$ cat src/core/dcf_pkg.sv
// Constants for the DDR command front end: opcodes, field positions and timing.
// Assumes a single 40 MHz system clock that samples all memory pins.
package dcf_pkg;
    // Widths of the command side
    localparam int ADDR_W    = 12;
    localparam int BANK_W    = 2;
    localparam int LANES     = 4;
    localparam int COL_W     = 8;
    // Command codes {ras_n, cas_n, we_n}
    localparam logic [2:0] CMD_NOP     = 3'h7;
    localparam logic [2:0] CMD_ACT     = 3'h3;
    localparam logic [2:0] CMD_READ    = 3'h5;
    localparam logic [2:0] CMD_WRITE   = 3'h4;
    localparam logic [2:0] CMD_PRE     = 3'h2;
    localparam logic [2:0] CMD_REF     = 3'h1;
    localparam logic [2:0] CMD_MODE    = 3'h0;
    // Mode register fields
    localparam int MR_BL_LSB   = 0;
    localparam int MR_BT_BIT   = 3;
    localparam int MR_RL_LSB   = 4;
    localparam int MR_TM_BIT   = 7;
    localparam int MR_DLLR_BIT = 8;
    localparam int AUTO_CLOSE_BIT = 8;
    // Extended mode register fields
    localparam int EMR_DLL_BIT  = 0;
    localparam int EMR_DRV0_BIT = 1;
    localparam int EMR_DRV1_BIT = 6;
    // Burst length codes
    localparam logic [2:0] BL_2    = 3'h1;
    localparam logic [2:0] BL_4    = 3'h2;
    localparam logic [2:0] BL_8    = 3'h3;
    localparam logic [2:0] BL_FULL = 3'h7;
    // Read latency codes
    localparam logic [2:0] RL_3 = 3'h3;
    localparam logic [2:0] RL_4 = 3'h4;
    // Reset values of the stored registers (contents undefined, zero chosen)
    localparam logic [ADDR_W-1:0] MR_RESET  = 12'h000;
    localparam logic [ADDR_W-1:0] EMR_RESET = 12'h000;
    // DLL lock wait in memory clock cycles
    localparam int DLL_LOCK_CYCLES = 200;
    localparam logic [7:0] DLL_LOCK_CNT = 8'(DLL_LOCK_CYCLES);
endpackage

$ cat src/core/dcf_core.sv
// Command front end of a four-bank 32-bit DDR memory: pin sampling, decode,
// mode registers, DLL lock tracking, burst ordering and write data capture.
// Assumes clk oversamples the memory clock, strobes and all pins (2-flop sync).

module dcf_core
    import dcf_pkg::*;
#(
    parameter int DLL_WAIT = DLL_LOCK_CYCLES  // Lock wait in memory clocks
) (
    // System
    input  wire logic                 clk,
    input  wire logic                 resetn,
    // Memory command pins
    input  wire logic                 mem_clk,
    input  wire logic                 clock_enable,
    input  wire logic                 chip_select_n,
    input  wire logic                 row_strobe_n,
    input  wire logic                 column_strobe_n,
    input  wire logic                 write_enable_n,
    input  wire logic [ADDR_W-1:0]    address_pins,
    input  wire logic [BANK_W-1:0]    bank_select,
    // Write data lanes
    input  wire logic [LANES-1:0]     data_strobe,
    input  wire logic [LANES-1:0]     data_mask,
    input  wire logic [8*LANES-1:0]   data_in,
    // Decoded command
    output logic [2:0]                cmd_code,
    output logic                      cmd_valid,
    output logic [ADDR_W-1:0]         row_addr,
    output logic [COL_W-1:0]          col_addr,
    output logic                      auto_close_row,
    output logic [BANK_W-1:0]         cmd_bank,
    // Mode state
    output logic [2:0]                burst_len_code,
    output logic                      burst_interleave,
    output logic [2:0]                read_latency,
    output logic                      test_mode,
    output logic                      dll_enabled,
    output logic [1:0]                drive_strength,
    output logic                      dll_locked,
    output logic                      powered_up,
    output logic                      mode_illegal,
    // Burst ordering
    output logic [COL_W-1:0]          burst_col,
    // Captured write data
    output logic [8*LANES-1:0]        wr_data,
    output logic [LANES-1:0]          wr_byte_en,
    output logic                      wr_valid
);
    // Lock timer is eight bits wide: refuse waits it cannot hold
    if (DLL_WAIT < 1 || DLL_WAIT > 255) begin
        $error("DLL_WAIT out of range");
    end

    // Reset synchroniser
    // Release is clocked so every flop leaves reset on the same edge
    logic rst_m, rst_q;
    always_ff @(posedge clk or negedge resetn) begin
        if (!resetn) begin
            rst_m <= 1'b0;
            rst_q <= 1'b0;
        end else begin
            rst_m <= 1'b1;
            rst_q <= rst_m;
        end
    end

    // Two-flop synchronisers for every pin
    // Costs two cycles on every pin, so clk must run over four times mem_clk
    localparam int PW = 6 + ADDR_W + BANK_W + 2*LANES + 8*LANES;
    logic [PW-1:0] pin_m, pin_s;
    always_ff @(posedge clk or negedge rst_q) begin
        if (!rst_q) begin
            pin_m <= '0;
            pin_s <= '0;
        end else begin
            pin_m <= {mem_clk, clock_enable, chip_select_n, row_strobe_n,
                      column_strobe_n, write_enable_n, address_pins, bank_select,
                      data_strobe, data_mask, data_in};
            pin_s <= pin_m;
        end
    end

    // Unpacked view of synchronised pins
    // Short local names keep the decode below readable
    logic                s_ck, s_cke, s_cs_n, s_ras_n, s_cas_n, s_we_n;
    logic [ADDR_W-1:0]   s_addr;
    logic [BANK_W-1:0]   s_ba;
    logic [LANES-1:0]    s_dqs, s_dm;
    logic [8*LANES-1:0]  s_dq;
    assign {s_ck, s_cke, s_cs_n, s_ras_n, s_cas_n, s_we_n, s_addr, s_ba,
            s_dqs, s_dm, s_dq} = pin_s;

    // Burst order: offset within wrap window of given size
    // Full page wraps over the whole row and never interleaves
    function automatic logic [COL_W-1:0] burst_next(input logic [COL_W-1:0] start,
                                                    input logic [COL_W-1:0] beat,
                                                    input logic [2:0] blc,
                                                    input logic inter);
        logic [COL_W-1:0] wmask;
        wmask = 8'h00;
        unique case (blc)
            BL_2:    wmask = 8'h01;
            BL_4:    wmask = 8'h03;
            BL_8:    wmask = 8'h07;
            default: wmask = 8'hFF;
        endcase
        if (inter && blc != BL_FULL)
            burst_next = (start & ~wmask) | ((start ^ beat) & wmask);
        else
            burst_next = (start & ~wmask) | ((start + beat) & wmask);
    endfunction

    // All state in one struct
    // Edge detectors, mode copies, lock timer, command fields, burst walk
    typedef struct packed {
        logic                ck_prev;
        logic [LANES-1:0]    dqs_prev;
        logic [ADDR_W-1:0]   mr;
        logic [ADDR_W-1:0]   emr;
        logic                mr_written;
        logic                emr_written;
        logic [7:0]          lock_cnt;
        logic                locked;
        logic [2:0]          cmd;
        logic                valid;
        logic [ADDR_W-1:0]   row;
        logic [COL_W-1:0]    col;
        logic                ap;
        logic [BANK_W-1:0]   bank;
        logic [COL_W-1:0]    start;
        logic [COL_W-1:0]    beat;
        logic                in_burst;
        logic [COL_W-1:0]    bcol;
        logic [8*LANES-1:0]  wdata;
        logic [LANES-1:0]    wen;
        logic                wvld;
    } dcf_state_s;

    dcf_state_s st, next_st;

    // One-cycle enable on each rise of the sampled memory clock
    logic ck_rise;
    assign ck_rise = s_ck && !st.ck_prev;

    // Next state
    always_comb begin
        next_st          = st;
        next_st.ck_prev  = s_ck;
        next_st.dqs_prev = s_dqs;
        next_st.valid    = 1'b0;
        next_st.wvld     = 1'b0;
        next_st.wen      = '0;
        // Pulses fall back low; held fields keep their value
        // Clock enable gating
        if (ck_rise && s_cke) begin
            // DLL lock counter runs on memory clocks
            if (st.lock_cnt != 8'h00) begin
                next_st.lock_cnt = st.lock_cnt - 8'h01;
                if (st.lock_cnt == 8'h01)
                    next_st.locked = 1'b1;
            end
            // Burst column walk
            // Walk never stops by itself; a new column command restarts it
            if (st.in_burst) begin
                next_st.beat = st.beat + 8'h01;
                next_st.bcol = burst_next(st.start, st.beat + 8'h01,
                                          st.mr[MR_BL_LSB +: 3], st.mr[MR_BT_BIT]);
            end
            if (!s_cs_n) begin
                next_st.cmd   = {s_ras_n, s_cas_n, s_we_n};
                next_st.valid = ({s_ras_n, s_cas_n, s_we_n} != CMD_NOP);
                next_st.bank  = s_ba;
                if ({s_ras_n, s_cas_n, s_we_n} == CMD_ACT)
                    next_st.row = s_addr;
                if ({s_ras_n, s_cas_n, s_we_n} == CMD_READ ||
                    {s_ras_n, s_cas_n, s_we_n} == CMD_WRITE) begin
                    next_st.col      = s_addr[COL_W-1:0];
                    next_st.ap       = s_addr[AUTO_CLOSE_BIT];
                    next_st.start    = (st.mr[MR_BL_LSB +: 3] == BL_FULL) ?
                                       {s_addr[COL_W-1:1], 1'b0} : s_addr[COL_W-1:0];
                    next_st.beat     = 8'h00;
                    next_st.bcol     = next_st.start;
                    next_st.in_burst = 1'b1;
                end
                if ({s_ras_n, s_cas_n, s_we_n} == CMD_MODE) begin
                    if (s_ba[0]) begin
                        next_st.emr         = s_addr;
                        next_st.emr_written = 1'b1;
                        if (!s_addr[EMR_DLL_BIT]) begin
                            next_st.lock_cnt = 8'(DLL_WAIT);
                            next_st.locked   = 1'b0;
                        end
                    end else begin
                        next_st.mr         = s_addr;
                        next_st.mr_written = 1'b1;
                        // DLL reset bit restarts the lock timer
                        if (s_addr[MR_DLLR_BIT]) begin
                            next_st.lock_cnt = 8'(DLL_WAIT);
                            next_st.locked   = 1'b0;
                        end
                    end
                end
            end
        end
        // Per-lane strobe capture on both edges
        for (int i = 0; i < LANES; i++) begin
            // Either edge of the lane strobe takes its byte
            if (s_cke && (s_dqs[i] != st.dqs_prev[i])) begin
                next_st.wvld = 1'b1;
                if (!s_dm[i]) begin
                    next_st.wen[i] = 1'b1;
                    next_st.wdata[8*i +: 8] = s_dq[8*i +: 8];
                end
            end
        end
    end

    // State register; mode contents persist until rewritten
    always_ff @(posedge clk or negedge rst_q) begin
        if (!rst_q) begin
            // Real contents are undefined; zero is a safe start
            st      <= '0;
            st.mr   <= MR_RESET;
            st.emr  <= EMR_RESET;
        end else begin
            st <= next_st;
        end
    end

    assign burst_len_code   = st.mr[MR_BL_LSB +: 3];
    assign burst_interleave = st.mr[MR_BT_BIT];
    assign read_latency     = st.mr[MR_RL_LSB +: 3];
    assign test_mode        = st.mr[MR_TM_BIT];
    // DLL enable is active low bit, drive strength pair
    assign dll_enabled      = st.emr_written && !st.emr[EMR_DLL_BIT];
    assign drive_strength   = {st.emr[EMR_DRV1_BIT], st.emr[EMR_DRV0_BIT]};
    assign dll_locked       = st.locked;
    assign powered_up       = st.mr_written && st.emr_written;
    // Only latency 3/4, legal lengths, full page sequential
    assign mode_illegal = st.mr_written &&
        (!(read_latency == RL_3 || read_latency == RL_4) ||
         !(burst_len_code inside {BL_2, BL_4, BL_8, BL_FULL}) ||
         (burst_len_code == BL_FULL && burst_interleave));

    // Registered command fields hold until the next selected command
    assign cmd_code       = st.cmd;
    assign cmd_valid      = st.valid;
    assign row_addr       = st.row;
    assign col_addr       = st.col;
    assign auto_close_row = st.ap;
    assign cmd_bank       = st.bank;
    assign burst_col      = st.bcol;
    assign wr_data        = st.wdata;
    assign wr_byte_en     = st.wen;
    assign wr_valid       = st.wvld;

    // Assertions
    // They watch the sampled pins, which is what the decoder really sees
    ignore_deselect_a: assert property (@(posedge clk) disable iff (!rst_q)
        (ck_rise && s_cs_n) |=> !cmd_valid)
        else $error("command taken while deselected");
    cke_gate_a: assert property (@(posedge clk) disable iff (!rst_q)
        (!s_cke) |=> (!cmd_valid && wr_byte_en == '0))
        else $error("activity with clock enable low");
    mode_capture_a: assert property (@(posedge clk) disable iff (!rst_q)
        (ck_rise && s_cke && !s_cs_n && {s_ras_n, s_cas_n, s_we_n} == CMD_MODE && !s_ba[0])
        |=> (st.mr == $past(s_addr)))
        else $error("mode register not captured");
    ext_capture_a: assert property (@(posedge clk) disable iff (!rst_q)
        (ck_rise && s_cke && !s_cs_n && {s_ras_n, s_cas_n, s_we_n} == CMD_MODE && s_ba[0])
        |=> (st.emr == $past(s_addr) && $stable(st.mr)))
        else $error("extended register not captured");
    mask_block_a: assert property (@(posedge clk) disable iff (!rst_q)
        (s_cke && s_dm[0] && s_dqs[0] != st.dqs_prev[0]) |=> !wr_byte_en[0])
        else $error("masked byte written");
    col_split_a: assert property (@(posedge clk) disable iff (!rst_q)
        (ck_rise && s_cke && !s_cs_n && {s_ras_n, s_cas_n, s_we_n} == CMD_WRITE)
        |=> (col_addr == $past(s_addr[7:0]) && auto_close_row == $past(s_addr[8])))
        else $error("column split wrong");
    mode_hold_a: assert property (@(posedge clk) disable iff (!rst_q)
        !(ck_rise && s_cke && !s_cs_n && {s_ras_n, s_cas_n, s_we_n} == CMD_MODE)
        |=> $stable(st.mr) && $stable(st.emr))
        else $error("mode register changed without write");
    dll_relock_a: assert property (@(posedge clk) disable iff (!rst_q)
        (ck_rise && s_cke && !s_cs_n && {s_ras_n, s_cas_n, s_we_n} == CMD_MODE
         && s_ba[0] && !s_addr[0]) |=> (!dll_locked && st.lock_cnt == 8'(DLL_WAIT)))
        else $error("DLL lock not restarted");
    burst_start_a: assert property (@(posedge clk) disable iff (!rst_q)
        (ck_rise && s_cke && !s_cs_n && {s_ras_n, s_cas_n, s_we_n} == CMD_READ
         && burst_len_code != BL_FULL) |=> (burst_col == col_addr))
        else $error("burst does not start at column");
    // First step after a column command in a sequential burst of four
    burst_walk_a: assert property (@(posedge clk) disable iff (!rst_q)
        (ck_rise && s_cke && s_cs_n && st.in_burst && st.beat == 8'h00
         && burst_len_code == BL_4 && !burst_interleave)
        |=> (burst_col[1:0] == $past(burst_col[1:0]) + 2'h1
             && burst_col[7:2] == $past(burst_col[7:2])))
        else $error("sequential burst step wrong");
    // Byte one lands from data bits 15:8 when its mask is low
    lane_pair_a: assert property (@(posedge clk) disable iff (!rst_q)
        (s_cke && !s_dm[1] && s_dqs[1] != st.dqs_prev[1])
        |=> (wr_byte_en[1] && wr_data[15:8] == $past(s_dq[15:8])))
        else $error("byte lane one not captured");
    c_mode_w: cover property (@(posedge clk) disable iff (!rst_q) $rose(powered_up));
    c_lock:   cover property (@(posedge clk) disable iff (!rst_q) $rose(dll_locked));
    c_write:  cover property (@(posedge clk) disable iff (!rst_q) wr_valid && wr_byte_en == 4'hF);
    // Scenarios worth seeing in a run
    c_read:   cover property (@(posedge clk) disable iff (!rst_q)
        cmd_valid && cmd_code == CMD_READ);
    c_mask:   cover property (@(posedge clk) disable iff (!rst_q)
        wr_valid && wr_byte_en != 4'hF && wr_byte_en != 4'h0);
endmodule

$ cat config.mk
export PLATFORM = sky130hd
export DESIGN_NAME = dcf_core
export DESIGN_NICKNAME = d
export VERILOG_FILES = /design/src/core/dcf_pkg.sv /design/src/core/dcf_core.sv
export SDC_FILE = /design/constraint.sdc
export NUM_CORES = 1
export LEC_CHECK = 0
export BUFFER_PORTS_ARGS = -buffer_cell sky130_fd_sc_hd__buf_2
export CAP_MARGIN = 20
export CELL_PAD_IN_SITES_DETAIL_PLACEMENT = 0
export CELL_PAD_IN_SITES_GLOBAL_PLACEMENT = 1
export CORE_MARGIN = 2
export CORE_UTILIZATION = 40
export DETAILED_ROUTE_END_ITERATION = 6
export HOLD_SLACK_MARGIN = 0.12
export PLACE_DENSITY_LB_ADDON = 0.15
export SLEW_MARGIN = 5
export SYNTH_ARGS = -nofsm -noshare
export SYNTH_HDL_FRONTEND = slang
export SYNTH_SLANG_ARGS = --single-unit
$ cat constraint.sdc
create_clock -name clk -period 8.8 [get_ports clk]
set_input_delay 0.44 -clock clk [delete_from_list [all_inputs] [get_ports clk]]
set_output_delay 0.44 -clock clk [all_outputs]
set_load 0.05 [all_outputs]
==> flow_summary.toml <==
[pwr]
p_switching_uw = 974
power.density_mw_per_mm2 = 286
p_comb_share_pct = 23.0
pwr-share-clk_pct = 34.3
p_seq_share_pct = 42.7
total_power_mw = 3.03
irDropWorstVdd_mv = 0.190
leakage_nw = 4.96
swShare_pct = 32.2
p_int_mw = 2.05

[routing]
vias = 4957
drt_iter0_drc = 215
route.detailed.drc = 0
ant_nets = 0
vias_per_cell = 4.69
avgRoutedWirePerCell_um = 16.1
wirelength_mm = 17.0
firstDrtPassIters = 6

[worst_setup_path]
crit_type = "flop to flop"
cp.required_ns = 9.18
cp_max_fo = 4
cp-end-kind = "flop"
worst_ep_arrival_time_ns = 3.27
cp-start-kind = "flop"
rrSetupSlack_ns = 5.91

[sta]
slew_headroom_pct = 35.2
tightest_slew_ns = 0.965
period_share_pct = 32.8
setup_viol = 0
tns_ns = 0
slew_viol_final = 0
rsz0062_at_grt = "no"
hold_violations = 0
period_minus_slack_ns = 2.89
max_freq_mhz = 346
whs_ns = 0.246
finClkSkew_ns = 0.0142

[place]
hpwl_mm = 11.6
io_buffers = 147
gp_congestion = 0.764
dp.cells = 952

[logic_synthesis]
synth-main-ff-cell = "dfrtp_1"
synth_cells = 617
synth_cell_type_count = 63
syn_nets = 693
syn_area_mm2 = 0.00866
synth-edff-count = 0
syn_avg_cell_area_um2 = 14.0
ys_ff_latch = 231
yosysWarnings = 0
async_reset_ff_share_pct = 100
seq_area_frac_synth_pct = 66.8

[clock_network]
clockBufferDepth = 3
cts_resized = 0
ctsHoldBuffers = 61
cts_root_buf = "clkbuf_16"
clk_pin_slew_worst_paths_ns = 0.06
post_cts_buffers = 0
tritoncts = "built"
cts_buffers = 25
clk_latency_ns = 0.51
cts_num_sinks = 231
htree_levels = 1

[floorplan]
dieArea_mm2 = 0.0228
coreArea_mm2 = 0.0212
rows = 53
pin_count = 148
initial_utilization_pct = 40.9
dieWidth_um = 151
fp.dieH_um = 151

[finish]
fin_nets = 842
syn2layout_area_growth_pct = 22.4
diodes = 0
final_cell_count_no_fill = 1058
drive_gt1_share_pct = 35.4
fillerInstances = 1798

[global_route]
grt_remaining_overflow = 0
antenna_found_initial = 0
grt_start_max_net_pins = 172
grt_pass1_wl_mm = 27.4
grt_usage_pct = 15.3
grt_pass1_vias = 5247

[flow_run]
maxCapViolCount = 0

[status]
status = "complete, no violations"

[hold_path]
hold_class = "input port to async pin"
## cells in the final DEF (no fill, tap or decap), drive strengths merged, types with 2 or more instances in the layout
cell type	count
nor3	10
nand3	12
dfrtp	231
clkbuf	37
a221oi	2
inv	12
a311oi	2
buf	149
nor2	25
a22oi	2
a21oi	12
a211oi	3
or2	7
nand2	32
mux2i	2
dlygate4sd3	61
nor4	4
clkinv	4
nor3b	4
o21ai	32
a21boi	2
nand2b	6
bufinv	2
ha	13
and2	3
mux2	66
xor2	6
nor2b	2
a31oi	4
xnor2	16
## synthesized netlist by cell type, drive strengths merged (2+ instances only)
| cell type | n | area (um2) |
|---|---|---|
| nand2b | 6 | 37.5 |
| or2 | 7 | 43.8 |
| xor2 | 6 | 52.6 |
| a21oi | 12 | 60.1 |
| buf | 83 | 617 |
| and2 | 3 | 21.3 |
| o21ai | 32 | 160 |
| mux2i | 2 | 20.0 |
| a311oi | 2 | 17.5 |
| a21boi | 2 | 15.0 |
| nand2 | 32 | 123 |
| a221oi | 2 | 17.5 |
| xnor2 | 16 | 140 |
| nor2 | 25 | 96.4 |
| clkbuf | 5 | 18.8 |
| ha | 13 | 163 |
| nor3b | 4 | 35.0 |
| a211oi | 3 | 27.5 |
| dfrtp | 231 | 5780 |
| nand3 | 12 | 70.1 |
| nor2b | 2 | 12.5 |
| nor3 | 10 | 70.1 |
| a31oi | 4 | 25.0 |
| mux2 | 66 | 743 |
| a22oi | 2 | 15.0 |
| nor4 | 4 | 46.3 |
| inv | 10 | 37.5 |
## metal layers
| layer | wire length (um) | GRT usage (%) | vias up | share of wire, % |
|---|---|---|---|---|
| met2 | 8420 | 25.7 | 119 | 50 |
| met5 | 0 | 0 | - | 0 |
| li1 | - | - | 2318 | - |
| met1 | 7150 | 19.4 | 2497 | 42 |
| met4 | 313 | 3.93 | 0 | 1.8 |
| met3 | 1110 | 4.61 | 23 | 6.6 |
## area by class of cell
cell class / instances / area (um2) / share of cell area [%]
inverters: 11 / 41.3 / 0.390
clock buffers: 37 / 741 / 6.99
clock inverters: 7 / 92.6 / 0.874
multi-input cells: 287 / 2210 / 20.8
repair buffers: 210 / 1380 / 13.0
well taps: 275 / 344 / 3.25
flip-flops and latches: 231 / 5780 / 54.6
## final timing paths
kind,cells after the start,to,startpoint
max,11,burst_col[7],st[46]
min,2,rst_q,resetn
max reg2reg,11,burst_col[7],st[46]
min reg2reg,0,pin_s[24],pin_m[24]
max in group asynchronous,1,st[51],rst_q
min in group clk,0,pin_s[24],pin_m[24]
## worst max-delay path: stages, from the launching register on
cell       delay [ns]
dfrtp_1          0.40
ha_1             0.23
nand3_1          0.17
nor2_1           0.16
xor2_1           0.16
ha_1             0.28
a21oi_1          0.14
o21ai_0          0.10
o21ai_0          0.49
nor4_1           0.14
a2111oi_2        0.37
nand2_1          0.10
## registers in the layout (all words and copies together) (netlist names), 2 cells and up
register / cells
burst_col: 8
read_latency: 3
wr_data: 32
col_addr: 8
cmd_code: 3
cmd_bank: 2
st: 26
row_addr: 12
drive_strength: 2
pin_s: 60
burst_len_code: 3
wr_byte_en: 4
pin_m: 60
## kinds of logic (layout without fill, tap and decap cells)
family,Yosys count,after routing,synth area share (%)
DFF,231,231,66.8
and+or+nand+nor,112,112,7.17
buffers and inverters,99,265,7.82
AOI/OAI and AO/OA,70,70,5.04
muxes,68,68,8.82
xor gates and xnor gates,22,22,2.23
adders and majority gates,14,14,2.11
other,1,1,0.0433
## through the flow
step                util (%)  setup slack [ns]  cell area, um2
global route            50.1              5.61           10600
global placement        43.2              6.18            9130
detailed placement      43.2              5.98            9130
floorplan                  -              1.89            8660
CTS                     50.0              5.96           10600
finish                  50.1              5.91           10600
## power groups by stage
stage	sequential (mW)	combinational, mW	clock [mW]
finish	1.29	0.696	1.04
global route	1.31	0.750	1.11
CTS	1.29	0.706	1.07
detailed placement	1.31	0.681	0
global placement	1.31	0.673	0
floorplan	1.30	0.611	0
No activity file was read; power rests on OpenSTA's default activity.
